<file path="config.mk">
export PLATFORM = sky130hd
export DESIGN_NAME = ssr_bank
export DESIGN_NICKNAME = d
export VERILOG_FILES = /design/src/common/ssr_pkg.sv /design/src/core/ssr_bank.sv
export SDC_FILE = /design/constraint.sdc
export NUM_CORES = 1
export LEC_CHECK = 0
export CAP_MARGIN = 25
export CORE_MARGIN = 1
export CORE_UTILIZATION = 32
export DETAILED_ROUTE_END_ITERATION = 10
export DONT_BUFFER_PORTS = 1
export SLEW_MARGIN = 10
export SYNTH_ARGS = -nofsm -noshare
export SYNTH_HDL_FRONTEND = slang
export SYNTH_SLANG_ARGS = --single-unit
</file>
<file path="constraint.sdc">
create_clock -name clk_i -period 2.13 [get_ports clk_i]
set_clock_uncertainty 0.05 [all_clocks]
set_input_delay 0.1065 -clock clk_i [delete_from_list [all_inputs] [get_ports clk_i]]
set_output_delay 0.1065 -clock clk_i [all_outputs]
set_load 0.05 [all_outputs]
</file>
<file path="src/common/ssr_pkg.sv">
// constants and carriers for the status reporting register bank
// Notes on behaviour
// - live state registers show sources unlatched
// - event latch sets on any condition change
// - reading event latch returns then clears
// - enabled latched events set summary bits
// - service request when enabled status bit set
// - bit 7 operation, bit 3 warning summary
// - bit 6 request pending, mask bit ignored
// - bit 5 enabled standard event summary
// - bit 4 response waiting in buffer
// - bit 2 queue not empty, bits 1,0 zero
// - standard bit 7 power-up, bit 6 zero
// - bits 5,4,3 syntax, execution, device faults
// - bit 2 query with empty output queue
// - bit 0 operation complete, bit 1 zero
// - operation bits 0,4,8 calibrate, measure, test
// - operation bits 1,2 channel settling
// - operation bit 14 program running
// - warning bits 2,3 clock unset, oven range
// - warning bits 7,8 uncalibrated, overrange
// - warning bit 14 ignored parameter
// - preset clears operation and warning masks
package ssr_pkg;

    // -------------------------------------------------------------
    // register selects
    // -------------------------------------------------------------
    localparam logic [3:0] SEL_SUMMARY  = 4'h0;
    localparam logic [3:0] SEL_SRQ_MASK = 4'h1;
    localparam logic [3:0] SEL_STD_LAT  = 4'h2;
    localparam logic [3:0] SEL_STD_MASK = 4'h3;
    localparam logic [3:0] SEL_OP_LAT   = 4'h4;
    localparam logic [3:0] SEL_OP_LIVE  = 4'h5;
    localparam logic [3:0] SEL_OP_MASK  = 4'h6;
    localparam logic [3:0] SEL_WN_LAT   = 4'h7;
    localparam logic [3:0] SEL_WN_LIVE  = 4'h8;
    localparam logic [3:0] SEL_WN_MASK  = 4'h9;

    // -------------------------------------------------------------
    // bit positions
    // -------------------------------------------------------------
    localparam int SB_OPERATION_GROUP   = 7;
    localparam int SB_SRQ    = 6;
    localparam int SB_STDSUM = 5;
    localparam int SB_RESP   = 4;
    localparam int SB_WARN   = 3;
    localparam int SB_QUEUE  = 2;

    localparam int SE_PWR    = 7;
    localparam int SE_CMD    = 5;
    localparam int SE_EXE    = 4;
    localparam int SE_DEV    = 3;
    localparam int SE_QRY    = 2;
    localparam int SE_OPC    = 0;
    localparam int SE_RSV6   = 6;
    localparam int SE_RSV1   = 1;

    localparam int OP_CAL    = 0;
    localparam int OP_SETA   = 1;
    localparam int OP_SETB   = 2;
    localparam int OP_MEAS   = 4;
    localparam int OP_TEST   = 8;
    localparam int OP_PROG   = 14;

    localparam int WN_TIME   = 2;
    localparam int WN_TEMP   = 3;
    localparam int WN_CAL    = 7;
    localparam int WN_PRES   = 8;
    localparam int WN_PARAM  = 14;

    // -------------------------------------------------------------
    // reset values
    // -------------------------------------------------------------
    localparam logic [7:0]  RST_MASK8  = 8'h00;
    localparam logic [15:0] RST_MASK16 = 16'h0000;
    localparam logic [7:0]  RST_STD    = 8'h80;

    // status sources from the instrument
    typedef struct packed {
        logic calibrating;
        logic settling_a;
        logic settling_b;
        logic measuring;
        logic self_test;
        logic program_run;
        logic clock_unset;
        logic oven_out;
        logic uncalibrated;
        logic pres_over;
        logic param_ignored;
    } ssr_src_s;

    // one-cycle standard event strobes
    typedef struct packed {
        logic cmd_err;
        logic exe_err;
        logic dev_err;
        logic qry_err;
        logic op_done;
    } ssr_std_s;

    // register access request
    typedef struct packed {
        logic       rd;
        logic       wr;
        logic [3:0] sel;
        logic [15:0] wdata;
    } ssr_req_s;

endpackage : ssr_pkg

</file>
<file path="src/core/ssr_bank.sv">
// status reporting register bank: condition, event, enable, summary
`timescale 1ns/1ps
module ssr_bank (
    input  wire logic             clk_i,      // system clock
    input  wire logic             resetn_i,   // sync reset, low
    input  wire ssr_pkg::ssr_req_s req_i,     // register access
    input  wire ssr_pkg::ssr_src_s src_i,     // live status sources
    input  wire ssr_pkg::ssr_std_s std_i,     // standard event strobes
    input  wire logic             preset_i,   // status preset pulse
    input  wire logic             resp_wait_i,// response waiting
    input  wire logic             queue_ne_i, // error queue not empty
    output logic [15:0]           rdata_o,    // read data, registered
    output logic                  srq_o       // service request
);

    // -------------------------------------------------------------
    // live state
    // -------------------------------------------------------------
    logic [15:0] op_live;
    logic [15:0] wn_live;

    always_comb begin
        op_live = 16'h0000;
        op_live[ssr_pkg::OP_CAL]  = src_i.calibrating;
        op_live[ssr_pkg::OP_MEAS] = src_i.measuring;
        op_live[ssr_pkg::OP_TEST] = src_i.self_test;
        op_live[ssr_pkg::OP_SETA] = src_i.settling_a;
        op_live[ssr_pkg::OP_SETB] = src_i.settling_b;
        op_live[ssr_pkg::OP_PROG] = src_i.program_run;
        wn_live = 16'h0000;
        wn_live[ssr_pkg::WN_TIME] = src_i.clock_unset;
        wn_live[ssr_pkg::WN_TEMP] = src_i.oven_out;
        wn_live[ssr_pkg::WN_CAL]  = src_i.uncalibrated;
        wn_live[ssr_pkg::WN_PRES] = src_i.pres_over;
        wn_live[ssr_pkg::WN_PARAM] = src_i.param_ignored;
    end

    // -------------------------------------------------------------
    // access decode
    // -------------------------------------------------------------
    logic rd_op;        // read of operation latch
    logic rd_wn;        // read of warning latch
    logic rd_std;       // read of standard latch
    logic wr_op_mask;   // write of operation mask
    logic wr_wn_mask;   // write of warning mask
    logic wr_std_mask;  // write of standard mask
    logic wr_srq_mask;  // write of request mask

    // one decode shared by every read-clear and mask write
    function automatic logic hit(
        input logic       strobe,
        input logic [3:0] sel,
        input logic [3:0] want
    );
        hit = strobe && (sel == want);
    endfunction : hit

    always_comb begin
        rd_op       = hit(req_i.rd, req_i.sel, ssr_pkg::SEL_OP_LAT);
        rd_wn       = hit(req_i.rd, req_i.sel, ssr_pkg::SEL_WN_LAT);
        rd_std      = hit(req_i.rd, req_i.sel, ssr_pkg::SEL_STD_LAT);
        wr_op_mask  = hit(req_i.wr, req_i.sel, ssr_pkg::SEL_OP_MASK);
        wr_wn_mask  = hit(req_i.wr, req_i.sel, ssr_pkg::SEL_WN_MASK);
        wr_std_mask = hit(req_i.wr, req_i.sel, ssr_pkg::SEL_STD_MASK);
        wr_srq_mask = hit(req_i.wr, req_i.sel, ssr_pkg::SEL_SRQ_MASK);
    end

    // -------------------------------------------------------------
    // helpers
    // -------------------------------------------------------------
    // set wins over read clear, so an edge seen in the read cycle
    // is kept for the next read instead of being lost
    function automatic logic [15:0] latch_next(
        input logic [15:0] cur,
        input logic [15:0] set,
        input logic        clr
    );
        latch_next = (clr ? 16'h0000 : cur) | set;
    endfunction : latch_next

    // any latched bit whose enable is one
    function automatic logic any_enabled(
        input logic [15:0] lat,
        input logic [15:0] mask
    );
        any_enabled = |(lat & mask);
    endfunction : any_enabled

    // 8-bit registers read back with a zero upper byte
    function automatic logic [15:0] widen(
        input logic [7:0] v
    );
        widen = {8'h00, v};
    endfunction : widen

    // -------------------------------------------------------------
    // operation group: history and event latch
    // -------------------------------------------------------------
    logic [15:0] op_prev_q;  // live state one cycle ago
    logic [15:0] op_prev_d;
    logic [15:0] op_lat_q;   // latched events
    logic [15:0] op_lat_d;

    always_comb begin
        op_prev_d = op_live;
        // any edge of a condition bit latches
        op_lat_d  = latch_next(op_lat_q, op_live ^ op_prev_q, rd_op);
    end

    always_ff @(posedge clk_i) begin
        if (!resetn_i) begin
            // history starts low: a source high at release latches
            op_prev_q <= 16'h0000;
            op_lat_q  <= 16'h0000;
        end else begin
            op_prev_q <= op_prev_d;
            op_lat_q  <= op_lat_d;
        end
    end

    // -------------------------------------------------------------
    // warning group: history and event latch
    // -------------------------------------------------------------
    logic [15:0] wn_prev_q;  // live state one cycle ago
    logic [15:0] wn_prev_d;
    logic [15:0] wn_lat_q;   // latched events
    logic [15:0] wn_lat_d;

    always_comb begin
        wn_prev_d = wn_live;
        // any edge of a condition bit latches
        wn_lat_d  = latch_next(wn_lat_q, wn_live ^ wn_prev_q, rd_wn);
    end

    always_ff @(posedge clk_i) begin
        if (!resetn_i) begin
            wn_prev_q <= 16'h0000;
            wn_lat_q  <= 16'h0000;
        end else begin
            wn_prev_q <= wn_prev_d;
            wn_lat_q  <= wn_lat_d;
        end
    end

    // -------------------------------------------------------------
    // standard event latch
    // -------------------------------------------------------------
    logic [7:0] std_lat_q;  // latched standard events
    logic [7:0] std_lat_d;

    always_comb begin
        std_lat_d = rd_std ? 8'h00 : std_lat_q;
        std_lat_d[ssr_pkg::SE_CMD] = std_lat_d[ssr_pkg::SE_CMD]
                                     | std_i.cmd_err;
        std_lat_d[ssr_pkg::SE_EXE] = std_lat_d[ssr_pkg::SE_EXE]
                                     | std_i.exe_err;
        std_lat_d[ssr_pkg::SE_DEV] = std_lat_d[ssr_pkg::SE_DEV]
                                     | std_i.dev_err;
        std_lat_d[ssr_pkg::SE_QRY] = std_lat_d[ssr_pkg::SE_QRY]
                                     | std_i.qry_err;
        std_lat_d[ssr_pkg::SE_OPC] = std_lat_d[ssr_pkg::SE_OPC]
                                     | std_i.op_done;
        std_lat_d[ssr_pkg::SE_RSV6] = 1'b0;
        std_lat_d[ssr_pkg::SE_RSV1] = 1'b0;
    end

    always_ff @(posedge clk_i) begin
        if (!resetn_i) begin
            std_lat_q <= ssr_pkg::RST_STD;
        end else begin
            std_lat_q <= std_lat_d;
        end
    end

    // -------------------------------------------------------------
    // group enable masks
    // -------------------------------------------------------------
    logic [15:0] op_mask_q;  // operation enables
    logic [15:0] op_mask_d;
    logic [15:0] wn_mask_q;  // warning enables
    logic [15:0] wn_mask_d;

    always_comb begin
        op_mask_d = op_mask_q;
        wn_mask_d = wn_mask_q;
        if (wr_op_mask) begin
            op_mask_d = req_i.wdata;
        end
        if (wr_wn_mask) begin
            wn_mask_d = req_i.wdata;
        end
        // preset wins over a same-cycle write
        if (preset_i) begin
            op_mask_d = ssr_pkg::RST_MASK16;
            wn_mask_d = ssr_pkg::RST_MASK16;
        end
    end

    always_ff @(posedge clk_i) begin
        if (!resetn_i) begin
            op_mask_q <= ssr_pkg::RST_MASK16;
            wn_mask_q <= ssr_pkg::RST_MASK16;
        end else begin
            op_mask_q <= op_mask_d;
            wn_mask_q <= wn_mask_d;
        end
    end

    // -------------------------------------------------------------
    // standard and request enable masks
    // -------------------------------------------------------------
    logic [7:0] std_mask_q;  // standard event enables
    logic [7:0] std_mask_d;
    logic [7:0] srq_mask_q;  // service request enables
    logic [7:0] srq_mask_d;

    always_comb begin
        std_mask_d = std_mask_q;
        srq_mask_d = srq_mask_q;
        // preset leaves these two alone: only group masks clear
        if (wr_std_mask) begin
            std_mask_d = req_i.wdata[7:0];
        end
        if (wr_srq_mask) begin
            srq_mask_d = req_i.wdata[7:0];
        end
    end

    always_ff @(posedge clk_i) begin
        if (!resetn_i) begin
            std_mask_q <= ssr_pkg::RST_MASK8;
            srq_mask_q <= ssr_pkg::RST_MASK8;
        end else begin
            std_mask_q <= std_mask_d;
            srq_mask_q <= srq_mask_d;
        end
    end

    // -------------------------------------------------------------
    // summary byte and service request
    // -------------------------------------------------------------
    logic [7:0] summary;     // status byte as read
    logic [7:0] srq_enable;  // request mask without bit 6

    always_comb begin
        summary = 8'h00;
        summary[ssr_pkg::SB_OPERATION_GROUP] = any_enabled(op_lat_q, op_mask_q);
        summary[ssr_pkg::SB_WARN] = any_enabled(wn_lat_q, wn_mask_q);
        summary[ssr_pkg::SB_STDSUM] = any_enabled(widen(std_lat_q),
                                                  widen(std_mask_q));
        summary[ssr_pkg::SB_RESP] = resp_wait_i;
        // queue not empty; bits 1,0 zero
        summary[ssr_pkg::SB_QUEUE] = queue_ne_i;
        // mask bit 6 has no effect
        srq_enable = srq_mask_q;
        srq_enable[ssr_pkg::SB_SRQ] = 1'b0;
        // combinational, no loop through bit 6
        srq_o = |(summary & srq_enable);
        summary[ssr_pkg::SB_SRQ] = srq_o;
    end

    // -------------------------------------------------------------
    // read data
    // -------------------------------------------------------------
    logic [15:0] rdata_q;  // held until the next read
    logic [15:0] rdata_d;

    always_comb begin
        rdata_d = rdata_q;
        if (req_i.rd) begin
            case (req_i.sel)
                ssr_pkg::SEL_SUMMARY:  rdata_d = widen(summary);
                ssr_pkg::SEL_SRQ_MASK: rdata_d = widen(srq_mask_q);
                ssr_pkg::SEL_STD_LAT:  rdata_d = widen(std_lat_q);
                ssr_pkg::SEL_STD_MASK: rdata_d = widen(std_mask_q);
                ssr_pkg::SEL_OP_LAT:   rdata_d = op_lat_q;
                ssr_pkg::SEL_OP_LIVE:  rdata_d = op_live;
                ssr_pkg::SEL_OP_MASK:  rdata_d = op_mask_q;
                ssr_pkg::SEL_WN_LAT:   rdata_d = wn_lat_q;
                ssr_pkg::SEL_WN_LIVE:  rdata_d = wn_live;
                ssr_pkg::SEL_WN_MASK:  rdata_d = wn_mask_q;
                // unmapped selects read zero
                default:               rdata_d = 16'h0000;
            endcase
        end
    end

    always_ff @(posedge clk_i) begin
        if (!resetn_i) begin
            rdata_q <= 16'h0000;
        end else begin
            rdata_q <= rdata_d;
        end
    end

    assign rdata_o = rdata_q;

endmodule : ssr_bank

</file>
After elaboration in Yosys (flattened, before gate mapping)
Index checks and enable logic that the tools add are counted.

operators by class
  bitwise operators = 14
  reductions and logical operators = 13
  mux-type cells = 4
  eq/ne operators = 9

operator list
  operator                                                                count
  16-bit case mux with 10 select lines                                    1
  16-bit OR reduction                                                     3
  16-bit AND                                                              2
  16-bit 2-to-1 mux                                                       2
  16-bit bitwise OR                                                       2
  15-bit by 16-bit XOR with 16-bit output                                 2
  8-bit AND                                                               2
  4-bit by 3-bit equality test with 1-bit output (second input constant)  4
  4-bit by 2-bit equality test with 1-bit output (second input constant)  2
  4-bit equality test (second input constant)                             2
  8-bit 2-to-1 mux                                                        1
  8-bit OR reduction                                                      1
  1-bit logical AND                                                       7
  1-bit bitwise OR                                                        5
  4-bit by 1-bit equality test with 1-bit output (second input constant)  1
  4-bit logical NOT                                                       1
  2-bit OR reduction                                                      1
  1-bit NOT                                                               1

word-level totals
  output and inout port bits = 17
  bits of input ports = 43
  logic and storage cells = 54
  flip-flop bits (word level) = 136

Logic depth before layout (Yosys ltp)
  depth in word-level cells = 5
  depth in mapped cells = 8
  depth with buffers taken out = 5

Least setup slack after synthesis
No wires, ideal clock.

  kind = register -> register
  start = register wn_lat_q[2]
  end = register rdata_q[6] (netlist: rdata_o[6])
  required time = 1952 ps
  arrival time = 1549 ps
  setup time = 128 ps
  cell stages (with the launch flop) = 6
  period minus slack after synthesis = 1727 ps
  path slack = 403 ps
  buffers on the path = 0
  path through = dfxtp_1 a222oi_1 a21boi_0 or4_4 nand3_1 a21oi_1

between the ends
  longest elaborated chain between the ends = 5

ends and longest elaborated chain
  item                                  RTL line         RTL
  from (decl)                           ssr_bank.sv:126  logic [15:0] wn_lat_q;
  from (signal assigned)                ssr_bank.sv:141  wn_lat_q <= wn_lat_d;
  16-bit AND                            ssr_bank.sv:86   any_enabled = |(lat & mask);
  16-bit OR reduction                   ssr_bank.sv:86
  8-bit AND                             ssr_bank.sv:258  srq_o = |(summary & srq_enable);
  8-bit OR reduction                    ssr_bank.sv:258
  via srq_o                             ssr_bank.sv:13   output logic srq_o
  16-bit case mux with 10 select lines  ssr_bank.sv:271  case (req_i.sel)
  to (signal assigned)                  ssr_bank.sv:292  rdata_q <= rdata_d;
  to (decl)                             ssr_bank.sv:265  logic [15:0] rdata_q;

The timed path passes the listed nets, and every way through them passes these cells.
A chain may end at the register's enable or synchronous reset.

Worst setup path in the final report
  start = register wn_lat_q[2]
  end = output srq_o

between the ends
  longest elaborated chain between the ends = 4

ends and longest elaborated chain
  item                 RTL line
  16-bit AND           ssr_bank.sv:86
  16-bit OR reduction  ssr_bank.sv:86
  8-bit AND            ssr_bank.sv:258
  8-bit OR reduction   ssr_bank.sv:258
  to (decl)            ssr_bank.sv:13

Every way passes these cells.

==> flow_metrics.tcl <==
set metrics [dict create \
    drtIter0Drc 396 \
    port_buffers 0 \
    vdd_drop_max_mv 0.375 \
    synth.distinct_cells 56 \
    maxCapViolations 0 \
    route.met3.wl_um 928 \
    wl_met1_um 5130 \
    first_pass_iters 5 \
    first_global_vias 3384 \
    fp.dieH_um 116 \
    placedCellCount 612 \
    yosys-top-cells-count "dfxtp_1, nand2_1, a21oi_1, nor2b_1, mux2i_1" \
    crit_start "wn_lat_q[2]$_SDFF_PN0_" \
    die-width_um 116 \
    p_leak_nw 1.78 \
    rows 41 \
    setup_violations 0 \
    required_ns 1.97 \
    run_status "complete, no violations" \
    finalCriticalPeriod_ns 2.13 \
    cts_sinks 92 \
    relSlewSlack 0.516 \
    synth_ff_type "dfxtp_1" \
    fmax_mhz 470 \
    hp-class "in2reg" \
    crit_path_end_kind "output pin" \
    grt_use_total 0.188 \
    syn_inst 463 \
    routed.top_layer "met4" \
    grt_pass1_wl_um 18700 \
    wire_per_inst_um 18.1 \
    syn_area_um2 4150 \
    worstMarginPinSlew_ns 0.726 \
    synthTopCellsByArea "dfxtp_1, nand2_1, a21oi_1" \
    postRouteWirelength_um 12000 \
    dp.final_hpwl_um 8310 \
    core-area_um2 12600 \
    cellPowerDensity_nw_per_um2 758 \
    slew_viol_final 0 \
    ioPinCount 60 \
    antenna_found_initial 0 \
    fillers 1287 \
    via_per_inst 5.28 \
    synth-async-reset-ratio 0 \
    numCtsBuffers 9 \
    start_util 0.329 \
    clock_path_buffers 2 \
    synth.top_cell.area_share 0.443 \
    ys_seq_area_frac 0.443 \
    hold_viol 0 \
    overflow 0 \
    rsz0062_at_grt "true" \
    synth_warnings 0 \
    grt_start_max_net_pins 60 \
    dieArea_um2 13400 \
    start_kind "flop" \
    area_growth_pct 18.7 \
    dr_total_vias 3506 \
    hold_start "req_i[18]" \
    whs_ns 0.0116 \
    worstPathMaxFanout 3 \
    syn_avg_cell_area_um2 8.97 \
    period_share 0.999 \
    tns_ns 0 \
    diodes 0 \
    wl_met2_um 5570 \
    clkTransAtPathRegs_ns 0.06 \
    synth-edff-count 0 \
    critPathArrivalTime_ns 1.97 \
    r2r-start "wn_lat_q[2]$_SDFF_PN0_" \
    yosysMostFrequentCell "dfxtp_1" \
    place_congestion 0.855 \
    post-route-drc-count 0 \
    ctsHtreeMaxLevel 3 \
    antenna_left 0 \
    layout.nets 531 \
    tritoncts "built" \
    critPathKind "reg2out" \
    synth_top_cell_by_area "dfxtp_1" \
    instances_no_fill 664 \
    root_buffer "clkbuf_16" \
    syn_nets 506 \
    ys_seq_elements 92 \
    clk_latency_ns 0.34 \
    drive_gt1_frac 0.0711 \
]
==> critical path, stage by stage, from the launching register on <==
cell and delay, ns:
dfxtp_1 0.33, a222oi_1 0.46, a21boi_1 0.14, or4_4 0.53, buf_6 0.18
==> area by class of cell <==
cell class              count  area, um2  area share
repair buffers             42        422      0.0855
well taps                 172        215      0.0436
flip-flops and latches     92       1840       0.373
multi-input cells         337       2130       0.431
clock buffers              14        274      0.0556
inverters                   6       22.5     0.00457
clock inverters             1       30.0     0.00609
==> placed cells by master (no fill, tap or decap), types with 9 or more instances in the layout <==
cell type and count:
nor2b_1 42, clkbuf_16 9, a21oi_1 56, nand2_1 77, nand3_1 10, a22oi_1 16
and2_1 18, mux2i_1 22, xor2_1 11, dlygate4sd3_1 36, dfxtp_1 92
==> per-stage QoR <==
stage / worst slack [ns] / utilization / cell area [um2] / total power [mW]
after CTS: 0.0116 / 0.391 / 4930 / 3.77
after floorplan: 0.403 / - / 4150 / 2.04
after global placement: 0.355 / 0.336 / 4240 / 2.05
after detailed placement: 0.310 / 0.336 / 4240 / 2.06
after global routing: -0.0244 / 0.391 / 4930 / 3.87
final: 0.00148 / 0.391 / 4930 / 3.74
==> state kept, by name, summed over array words and instances, names as in the netlist <==
signal      count
op_mask_q      16
std_lat_q       6
wn_lat_q        5
std_mask_q      8
op_prev_q       6
wn_mask_q      16
srq_mask_q      8
rdata_o        16
wn_prev_q       5
op_lat_q        6
==> per-layer routing <==
| metal | up-vias | track usage |
|---|---|---|
| li1 | 1678 | - |
| met2 | 147 | 0.295 |
| met3 | 23 | 0.0424 |
| met4 | 0 | 0.100 |
| met5 | - | 0 |
| met1 | 1658 | 0.240 |
==> kinds of logic (layout without fill, tap and decap cells) <==
logic type             Yosys count  count (layout)  share of synthesized area
AO/OA/AOI/OAI                  121             121                      0.189
multiplexers                    28              28                     0.0756
flip-flops                      92              92                      0.443
XOR/XNOR                        11              11                     0.0232
AND/OR/NAND/NOR                177             177                      0.224
buffers and inverters           34              63                     0.0446
==> what timing repair did <==
item                                   4_1_cts  5_1_grt
endpoints found under the hold margin       92        0
gates resized for setup                      2        0
pin swaps                                    1        1
setup endpoints to repair                    1        1
setup buffers                                0        0
hold buffers                                37        0
==> report_power, final <==
group	switching [mW]	internal (mW)	total (mW)
Combinational	0.147	0.147	0.294
Clock	0.628	1.00	1.63
Sequential	0.0494	1.77	1.82
Total	0.824	2.92	3.74
==> final timing paths <==
path / to / slack [ns] / cells past startpoint
worst max-delay path: srq_o / 0.001 / 4
worst min register to register: wn_mask_q[13]$_SDFFE_PP0P_ / 0.41 / 2
worst min-delay path: rdata_o[5]$_SDFFE_PN0P_ / 0.01 / 3
worst max register to register: rdata_o[6]$_SDFFE_PN0P_ / 0.33 / 5
Power figures use the tool's default switching activity.
